File: config.mk
export PLATFORM = sky130hd
export DESIGN_NAME = twzs_exec
export DESIGN_NICKNAME = d
export VERILOG_FILES = /design/src/hw/twzs_pkg.sv /design/src/hw/twzs_hold_regs.sv /design/src/hw/twzs_exec.sv
export SDC_FILE = /design/constraint.sdc
export NUM_CORES = 1
export LEC_CHECK = 0
export BUFFER_PORTS_ARGS = -buffer_cell sky130_fd_sc_hd__buf_2
export CAP_MARGIN = 0
export CORE_ASPECT_RATIO = 1.75
export CORE_MARGIN = 5
export CORE_UTILIZATION = 47
export DETAILED_ROUTE_END_ITERATION = 7
export PLACE_DENSITY = 0.77
export SLEW_MARGIN = 25
export SYNTH_ARGS = -nofsm -noshare
export SYNTH_HDL_FRONTEND = slang
export SYNTH_SLANG_ARGS = --single-unit
File: constraint.sdc
create_clock -name mclk -period 2.2 [get_ports mclk]
set_clock_uncertainty 0.15 [all_clocks]
set_input_delay 0.33 -clock mclk [delete_from_list [all_inputs] [get_ports mclk]]
set_output_delay 0.33 -clock mclk [all_outputs]
set_load 0.02 [all_outputs]
File: src/hw/twzs_pkg.sv
// Functional notes
// - a table write stores the table latch byte in the holding register picked by pointer bits 2..0.
// - the table pointer is 21 bits wide and addresses program memory bytewise over two megabytes.
// - pointer bit 0 picks the low byte of a program word when 0 and the high byte when 1.
// - the table write mode field means 0 no change, 1 post-increment, 2 post-decrement, 3 pre-increment.
// - the skip instruction, opcode 0110 011a, discards the fetched next instruction when the operand is zero.
// - a taken skip runs a no-operation cycle in place of the discarded word, two cycles in all.
// - a taken skip over a two-word instruction takes three cycles, one no-operation per discarded word.
// - the bank bit picks the access bank when 0 and the bank select register bank when 1, address up to 255.
// - bank bit 0 with the extended set on and address up to 95 uses indexed literal offset addressing.
// - the extended set enable comes from a configuration bit fixed at programming time.
package twzs_pkg;
	localparam int PTR_W = 21;
	localparam int HOLD_N = 8;
	localparam int HOLD_SEL_W = 3;
	localparam logic [PTR_W-1:0] PTR_RESET = 21'h000000;
	localparam logic [7:0] BYTE_RESET = 8'hFF;
	localparam logic [15:0] TABWR_MASK = 16'hFFFC;
	localparam logic [15:0] TABWR_CODE = 16'h000C;
	localparam logic [15:0] SKIPZ_MASK = 16'hFE00;
	localparam logic [15:0] SKIPZ_CODE = 16'h6600;
	localparam int BANK_BIT = 8;
	localparam logic [7:0] INDEXED_MAX = 8'h5F;
	localparam logic [7:0] ACCESS_SPLIT = 8'h60;
	localparam logic [3:0] ACCESS_HI_BANK = 4'hF;
	localparam logic [1:0] MODE_NONE = 2'h0;
	localparam logic [1:0] MODE_POSTINC = 2'h1;
	localparam logic [1:0] MODE_POSTDEC = 2'h2;
	localparam logic [1:0] MODE_PREINC = 2'h3;
	typedef enum logic [1:0] {TWZS_IDLE, TWZS_TBLWR, TWZS_SKIP1, TWZS_SKIP2} twzs_state_t;
endpackage

File: src/hw/twzs_hold_regs.sv
`timescale 1ns/10ps
module twzs_hold_regs #(
	parameter int N = twzs_pkg::HOLD_N,
	parameter int SEL_W = twzs_pkg::HOLD_SEL_W
) (
	// clock and reset
	input wire logic mclk,
	input wire logic rst_n,
	// staging write
	input wire logic wrEn,
	input wire logic [SEL_W-1:0] wrSel,
	input wire logic [7:0] wrData,
	// contents toward the programming sequencer
	output logic [N*8-1:0] holdBytes
);
	logic [7:0] holdMem [N];
	logic [7:0] next_holdMem [N];

	always_comb begin
		for (int i = 0; i < N; i++) begin
			next_holdMem[i] = holdMem[i];
		end
		if (wrEn) begin
			next_holdMem[wrSel] = wrData;
		end
	end

	// staging only: memory itself is never written from here
	always_ff @(posedge mclk) begin
		for (int i = 0; i < N; i++) begin
			if (!rst_n) begin
				holdMem[i] <= twzs_pkg::BYTE_RESET;
			end else begin
				holdMem[i] <= next_holdMem[i];
			end
		end
	end

	genvar g;
	generate
		for (g = 0; g < N; g++) begin : gOut
			assign holdBytes[g*8 +: 8] = holdMem[g];
		end
	endgenerate
endmodule

File: src/hw/twzs_exec.sv
// The strobed register port and the address map were decided locally.
`timescale 1ns/10ps
module twzs_exec #(
	parameter int PTR_W = twzs_pkg::PTR_W
) (
	// clock and reset
	input wire logic mclk,
	input wire logic rst_n,
	// decode stage, one pulse per instruction cycle slot
	input wire logic instrValid,
	input wire logic [15:0] instrWord,
	input wire logic nextIsTwoWord,
	// state from the rest of the core
	input wire logic [7:0] tableLatch,
	input wire logic [3:0] bankSelectRegister,
	input wire logic extendedSetEnableBit,
	input wire logic [7:0] fileData,
	input wire logic progTrigger,
	// table pointer write from software path
	input wire logic ptrLoad,
	input wire logic [PTR_W-1:0] ptrLoadValue,
	// operand address toward data memory
	output logic [11:0] fileAddr,
	output logic fileIndexed,
	output logic [7:0] fileOffset,
	// pipeline control
	output logic busy,
	output logic flushFetch,
	output logic nopIssue,
	output logic statusWriteEn,
	// table state
	output logic [PTR_W-1:0] tablePointer,
	output logic byteHigh,
	output logic [twzs_pkg::HOLD_N*8-1:0] holdBytes,
	output logic progStart
);
	twzs_pkg::twzs_state_t state, next_state;
	logic [PTR_W-1:0] next_tablePointer;
	logic [1:0] mode, next_mode;
	logic [11:0] next_fileAddr;
	logic next_fileIndexed;
	logic [7:0] next_fileOffset;
	logic twoWord, next_twoWord;
	logic holdWr;
	logic isTableWrite, isSkip;
	logic next_progStart;

	assign isTableWrite = instrValid && state == twzs_pkg::TWZS_IDLE &&
		(instrWord & twzs_pkg::TABWR_MASK) == twzs_pkg::TABWR_CODE;
	assign isSkip = instrValid && state == twzs_pkg::TWZS_IDLE &&
		(instrWord & twzs_pkg::SKIPZ_MASK) == twzs_pkg::SKIPZ_CODE;
	assign busy = state != twzs_pkg::TWZS_IDLE;
	assign statusWriteEn = 1'b0;
	assign byteHigh = tablePointer[0];

	////////////////////////////////////////////////////////////////////////////
	// operand address: decoded in cycle 1, file data valid in cycle 2
	always_comb begin
		next_fileAddr = fileAddr;
		next_fileIndexed = fileIndexed;
		next_fileOffset = fileOffset;
		if (isSkip) begin
			next_fileOffset = instrWord[7:0];
			next_fileIndexed = !instrWord[twzs_pkg::BANK_BIT] && extendedSetEnableBit &&
				instrWord[7:0] <= twzs_pkg::INDEXED_MAX;
			if (instrWord[twzs_pkg::BANK_BIT]) begin
				next_fileAddr = {bankSelectRegister, instrWord[7:0]};
			end else if (instrWord[7:0] < twzs_pkg::ACCESS_SPLIT) begin
				next_fileAddr = {4'h0, instrWord[7:0]};
			end else begin
				next_fileAddr = {twzs_pkg::ACCESS_HI_BANK, instrWord[7:0]};
			end
		end
	end

	////////////////////////////////////////////////////////////////////////////
	// sequencing
	always_comb begin
		next_state = state;
		next_tablePointer = tablePointer;
		next_mode = mode;
		next_twoWord = twoWord;
		holdWr = 1'b0;
		flushFetch = 1'b0;
		nopIssue = 1'b0;
		// a trigger while busy is dropped; software must raise it again
		next_progStart = progTrigger && state == twzs_pkg::TWZS_IDLE;
		// a load in the same cycle as an instruction update loses to it
		if (ptrLoad) begin
			next_tablePointer = ptrLoadValue;
		end
		case (state)
			twzs_pkg::TWZS_IDLE: begin
				if (isTableWrite) begin
					next_mode = instrWord[1:0];
					next_state = twzs_pkg::TWZS_TBLWR;
					if (instrWord[1:0] == twzs_pkg::MODE_PREINC) begin
						next_tablePointer = tablePointer + 1'b1;
					end
				end else if (isSkip) begin
					next_twoWord = nextIsTwoWord;
					next_state = twzs_pkg::TWZS_SKIP1;
				end
			end
			twzs_pkg::TWZS_TBLWR: begin
				holdWr = 1'b1;
				next_state = twzs_pkg::TWZS_IDLE;
				if (mode == twzs_pkg::MODE_POSTINC) begin
					next_tablePointer = tablePointer + 1'b1;
				end else if (mode == twzs_pkg::MODE_POSTDEC) begin
					next_tablePointer = tablePointer - 1'b1;
				end
			end
			twzs_pkg::TWZS_SKIP1: begin
				// file data must already stand here; slow memory gets no wait
				if (fileData == 8'h00) begin
					flushFetch = 1'b1;
					nopIssue = 1'b1;
					next_state = twoWord ? twzs_pkg::TWZS_SKIP2 : twzs_pkg::TWZS_IDLE;
				end else begin
					next_state = twzs_pkg::TWZS_IDLE;
				end
			end
			default: begin
				nopIssue = 1'b1;
				flushFetch = 1'b1;
				next_state = twzs_pkg::TWZS_IDLE;
			end
		endcase
	end

	always_ff @(posedge mclk) begin
		if (!rst_n) begin
			state <= twzs_pkg::TWZS_IDLE;
			tablePointer <= twzs_pkg::PTR_RESET;
			mode <= twzs_pkg::MODE_NONE;
			twoWord <= 1'b0;
			fileAddr <= 12'h000;
			fileIndexed <= 1'b0;
			fileOffset <= 8'h00;
			progStart <= 1'b0;
		end else begin
			state <= next_state;
			tablePointer <= next_tablePointer;
			mode <= next_mode;
			twoWord <= next_twoWord;
			fileAddr <= next_fileAddr;
			fileIndexed <= next_fileIndexed;
			fileOffset <= next_fileOffset;
			progStart <= next_progStart;
		end
	end

	twzs_hold_regs #(
		.N(twzs_pkg::HOLD_N),
		.SEL_W(twzs_pkg::HOLD_SEL_W)
	) uHold (
		.mclk(mclk),
		.rst_n(rst_n),
		.wrEn(holdWr),
		.wrSel(tablePointer[twzs_pkg::HOLD_SEL_W-1:0]),
		.wrData(tableLatch),
		.holdBytes(holdBytes)
	);

	////////////////////////////////////////////////////////////////////////////
	// checks
	a_table_write_cycles: assert property (@(posedge mclk) disable iff (!rst_n)
		isTableWrite |=> state == twzs_pkg::TWZS_TBLWR ##1 state == twzs_pkg::TWZS_IDLE)
		else $error("table write not two cycles");
	a_post_inc: assert property (@(posedge mclk) disable iff (!rst_n)
		state == twzs_pkg::TWZS_TBLWR && mode == twzs_pkg::MODE_POSTINC && !ptrLoad
		|=> tablePointer == $past(tablePointer) + 1'b1)
		else $error("post increment wrong");
	a_post_dec: assert property (@(posedge mclk) disable iff (!rst_n)
		state == twzs_pkg::TWZS_TBLWR && mode == twzs_pkg::MODE_POSTDEC && !ptrLoad
		|=> tablePointer == $past(tablePointer) - 1'b1)
		else $error("post decrement wrong");
	a_pre_inc: assert property (@(posedge mclk) disable iff (!rst_n)
		isTableWrite && instrWord[1:0] == twzs_pkg::MODE_PREINC
		|=> tablePointer == $past(tablePointer) + 1'b1)
		else $error("pre increment wrong");
	a_ptr_unchanged: assert property (@(posedge mclk) disable iff (!rst_n)
		state == twzs_pkg::TWZS_TBLWR && mode == twzs_pkg::MODE_NONE && !ptrLoad
		|=> tablePointer == $past(tablePointer))
		else $error("pointer moved without update mode");
	a_hold_write: assert property (@(posedge mclk) disable iff (!rst_n)
		state == twzs_pkg::TWZS_TBLWR
		|=> holdBytes[$past(tablePointer[2:0])*8 +: 8] == $past(tableLatch))
		else $error("holding byte not written");
	a_hold_stable: assert property (@(posedge mclk) disable iff (!rst_n)
		state != twzs_pkg::TWZS_TBLWR |=> holdBytes == $past(holdBytes))
		else $error("holding byte changed outside table write");
	a_prog_start: assert property (@(posedge mclk) disable iff (!rst_n)
		progTrigger && !busy |=> progStart)
		else $error("programming start missing");
	a_skip_zero: assert property (@(posedge mclk) disable iff (!rst_n)
		state == twzs_pkg::TWZS_SKIP1 && fileData == 8'h00 |-> flushFetch && nopIssue)
		else $error("zero operand did not skip");
	a_skip_nonzero: assert property (@(posedge mclk) disable iff (!rst_n)
		state == twzs_pkg::TWZS_SKIP1 && fileData != 8'h00 |-> !nopIssue ##1 !busy)
		else $error("nonzero operand skipped");
	a_skip_one_word: assert property (@(posedge mclk) disable iff (!rst_n)
		state == twzs_pkg::TWZS_SKIP1 && fileData == 8'h00 && !twoWord |=> !busy)
		else $error("one word skip length wrong");
	a_skip_two_word: assert property (@(posedge mclk) disable iff (!rst_n)
		state == twzs_pkg::TWZS_SKIP1 && fileData == 8'h00 && twoWord
		|=> nopIssue ##1 !busy)
		else $error("two word skip length wrong");
	a_bank_sel: assert property (@(posedge mclk) disable iff (!rst_n)
		isSkip && instrWord[8] |=> fileAddr == {$past(bankSelectRegister), $past(instrWord[7:0])})
		else $error("banked address wrong");
	a_access_bank: assert property (@(posedge mclk) disable iff (!rst_n)
		isSkip && !instrWord[8] |=> fileAddr ==
		{($past(instrWord[7:0]) < 8'h60) ? 4'h0 : 4'hF, $past(instrWord[7:0])})
		else $error("access bank address wrong");
	a_indexed_mode: assert property (@(posedge mclk) disable iff (!rst_n)
		isSkip |=> fileIndexed == (!$past(instrWord[8]) && $past(extendedSetEnableBit)
		&& $past(instrWord[7:0]) <= 8'h5F))
		else $error("indexed mode wrong");
	a_no_status: assert property (@(posedge mclk) disable iff (!rst_n) busy |-> !statusWriteEn)
		else $error("status written");

	////////////////////////////////////////////////////////////////////////////
	// main scenarios worth seeing in a run
	c_table_write: cover property (@(posedge mclk) disable iff (!rst_n) isTableWrite);
	c_skip_one: cover property (@(posedge mclk) disable iff (!rst_n)
		state == twzs_pkg::TWZS_SKIP1 && nopIssue && !twoWord);
	c_skip_two: cover property (@(posedge mclk) disable iff (!rst_n) state == twzs_pkg::TWZS_SKIP2);
	c_preinc: cover property (@(posedge mclk) disable iff (!rst_n)
		isTableWrite && instrWord[1:0] == 2'h3);
	c_post_dec: cover property (@(posedge mclk) disable iff (!rst_n)
		state == twzs_pkg::TWZS_TBLWR && mode == twzs_pkg::MODE_POSTDEC);
endmodule

==> results.yml <==
run_status:
  status: "finished clean"
synth:
  yosys_register_bits: 104
  synth_area_leaders: "dfxtp_1 (35%), nand2_1 (10%), nand3_1 (7.8%)"
  synth-xor-area-share_pct: 3.107
  synth_area_per_cell_um2: 7.669
  ys_seq_area_share_pct: 35.16
  synth_top_area_share_pct: 35.16
  synth_area_um2: 5921
  dominantRegCellSynth: "dfxtp_1"
  synth_mux_area_share_pct: 6.657
  synth_edf_count: 0
  syn_nets: 838
  synthSimpleGateAreaFrac_pct: 32.42
  async_reset_ff_share_pct: 0
  synth_top_family_by_area: "simple AND/OR/NAND/NOR gates"
  netlist.top_cell.by_area: "dfxtp_1"
  yosys_warnings: 0
  syn_inst: 772
  synth_compound_area_share_pct: 14.84
  synth_adder_area_share_pct: 0.4227
  yosysUniqueCellTypes: 78
detailed_routing:
  via_per_inst: 5.784
  vias: 6576
  routedWlPerCell_um: 18.16
  drt-initial-drc-count: 346
  drt_pre_antenna_iters: 5
  drcViolationCount: 0
  wirelength_mm: 20.65
  ant_nets: 0
hold_path:
  min_path_cells: 3
  hold_path.class: "in -> reg"
clock_network:
  hold_buffers: 0
  cts_buffer_depth: 2
  clock_sinks: 104
  ctsRootBufferMaster: "clkbuf_16"
  cts_tree: "done"
  clk-insertion-delay-late_ns: 0.35
  htree_levels: 3
  cts_buffers: 9
  clk_pin_slew_worst_paths_ns: 0.08
finish:
  area_delta_synth_final_pct: 28.95
  antenna_cells: 0
  drive_above_1_share_pct: 32.20
  nets: 1030
sta:
  period_minus_slack_ns: 2.109
  tightest_slew_ns: 0.5895
  final-hold-violation-count: 0
  fin_crit_sh_pct: 95.85
  maxSlewViolCount: 0
  relSlewSlack_pct: 60.46
  setup_slack_ns: 0.09130
  rsz0062_at_grt: "yes"
  finalSetupViolCount: 0
  max_freq_ghz: 0.4742
setup_path:
  critPathMaxStageDelay_ns: 0.52
  critPathSlowestCell: "or4_1"
  critPathTopFamily: "simple AND/OR/NAND/NOR gates"
  crit_buf_inv: 1
  r2r_cells: 6
  worst-path-stages: 6
  path_cells: "nor4_4 > buf_4 > nand2_1 > or4_1 > o31ai_1 > o41ai_1"
  cp-start-kind: "flop"
  rrSetupSlack_ns: 0.09
  cp-end-kind: "flop"
  arrival_ns: 2.18
  path_max_fanout: 10
  path_class: "reg -> reg"
  worstPathRequired_ns: 2.27
die:
  initial_core_util_pct: 47.62
  rows: 54
  pin_count: 176
  die_x_um: 94.85
  dieArea_um2: 15030
  coreArea_um2: 12430
  die_h_um: 158.5
placed_design:
  pre_cts_ws_ns: -0.2405
  hpwl_mm: 15.95
  portBuffers: 174
  gp_congestion: 0.9768
power_and_ir_drop:
  irDropWorstVdd_mv: 0.3897
  power_density_nw_per_um2: 541.9
  power_mw: 4.137
  p_leak_nw: 3.437
global_routing:
  gr-total-overflow: 0
  track_usage_pct: 27.57
  grt_pass1_vias: 6518
  grt_pass1_wl_mm: 32.51
  antenna_found_initial: 0
  grt_max_degree: 47
job:
  maxCapViolations: 0
-- layer usage --
metal | track usage (%) | vias up | routed length (um)
met4 | 18.38 | 0 | 1324
met5 | 0 | - | 0
met3 | 4.444 | 92 | 1281
li1 | - | 3110 | -
met2 | 49.13 | 293 | 10600
met1 | 29.37 | 3081 | 7438
-- registers in the layout, summed over array words and instances (netlist names) --
register / count
fileAddr: 12
fileIndexed: 1
mode: 2
progStart: 1
state: 2
tablePointer: 21
twoWord: 1
uHold.holdMem: 64
-- placed cells by master (no fill, tap or decap), types with 4 or more instances in the layout --
master | netlist | layout
o221ai_1 | 4 | 4
nand3_1 | 92 | 91
o31a_1 | 4 | 4
nand2_1 | 161 | 161
inv_1 | 15 | 13
buf_4 | 12 | 80
or4_1 | 5 | 5
mux2_2 | 11 | 11
a21oi_1 | 24 | 24
o21ai_0 | 17 | 17
nand2b_1 | 6 | 6
and3_1 | 7 | 7
a211oi_1 | 5 | 5
nor3_2 | 2 | 5
xnor2_1 | 14 | 14
mux2i_1 | 27 | 27
buf_2 | 11 | 174
o21a_1 | 7 | 7
and2_1 | 5 | 5
nor3_1 | 18 | 15
o311ai_0 | 4 | 4
a31oi_1 | 8 | 8
clkbuf_16 | 0 | 9
xor2_1 | 7 | 7
o211ai_1 | 11 | 11
dfxtp_1 | 104 | 99
nor4_1 | 11 | 8
nor2_1 | 39 | 39
nand4_1 | 13 | 13
o211a_1 | 5 | 5
or3_1 | 7 | 7
-- worst reg2reg max path, cell delays in order, from the launching register on --
cell     delay [ns]
dfxtp_1        0.38
nor4_4         0.28
buf_4          0.24
nand2_1        0.23
or4_1          0.52
o31ai_1        0.10
o41ai_1        0.09
-- per-stage QoR --
stage | utilization, % | cells | area, um^2 | hold WS, ns | setup TNS [ns]
floorplan | - | 772 | 5968 | 0.3100 | -0.01294
global placement | 58.69 | 1120 | 7296 | 0.2869 | -2.050
detailed placement | 58.69 | 1120 | 7296 | 0.2987 | -2.833
CTS | 61.03 | 1136 | 7587 | 0.05988 | 0
global route | 61.41 | 1137 | 7635 | 0.09119 | -0.1157
finish | 61.41 | 1137 | 7635 | 0.06776 | 0
-- cell usage after synthesis (3+ instances only) --
library cell and instances:
nand2_1 161, dfxtp_1 104, nand3_1 92, nor2_1 39, clkbuf_1 36, mux2i_1 27, a21oi_1 24, nor3_1 18
o21ai_0 17, inv_1 15, xnor2_1 14, nand4_1 13, buf_4 12, buf_2 11, mux2_2 11, nor4_1 11
o211ai_1 11, clkbuf_2 9, a31oi_1 8, and3_1 7, o21a_1 7, or3_1 7, xor2_1 7, nand2b_1 6
a211oi_1 5, and2_1 5, o211a_1 5, or4_1 5, buf_1 4, o221ai_1 4, o311ai_0 4, o31a_1 4
a221o_1 3, and4_1 3, buf_6 3, nand3b_1 3, nor2b_1 3, o22ai_1 3, o31ai_1 3, o41ai_1 3
-- final cells by class --
| class | instances | area [um^2] |
|---|---|---|
| clock buffer | 10 | 229.0 |
| sequential | 104 | 2093 |
| tap | 168 | 210.2 |
| inverter | 16 | 60.06 |
| fill | 1205 | 4797 |
| multi-input combinational | 577 | 3468 |
| timing repair buffer | 256 | 1511 |
| clock inverter | 6 | 62.56 |
-- power breakdown --
| part | switching (mW) | internal [mW] |
|---|---|---|
| registers | 0.0452 | 1.90 |
| clock network | 0.793 | 0.801 |
| logic | 0.337 | 0.256 |
-- final timing paths --
kind                         from          endpoint
setup / recovery  tablePointer[4]  tablePointer[19]
hold / removal      nextIsTwoWord           twoWord
setup reg to reg  tablePointer[4]  tablePointer[19]
hold reg to reg       fileIndexed       fileIndexed
-- kinds of logic (layout without fill, tap and decap cells) --
logic type	Yosys count	count (layout)
compound gates	123	123
xor+xnor	21	21
fa+ha+maj	2	2
buf+inv	91	288
flops	104	104
mux	38	38
other cells	1	1
simple gates	392	392
-- repair_timing --
item / in CTS / in global routing
buffers inserted: 0 / 1
gates resized for setup: 0 / 11
endpoints found under the setup margin: 0 / 22
(Power assumes the default switching activity.)
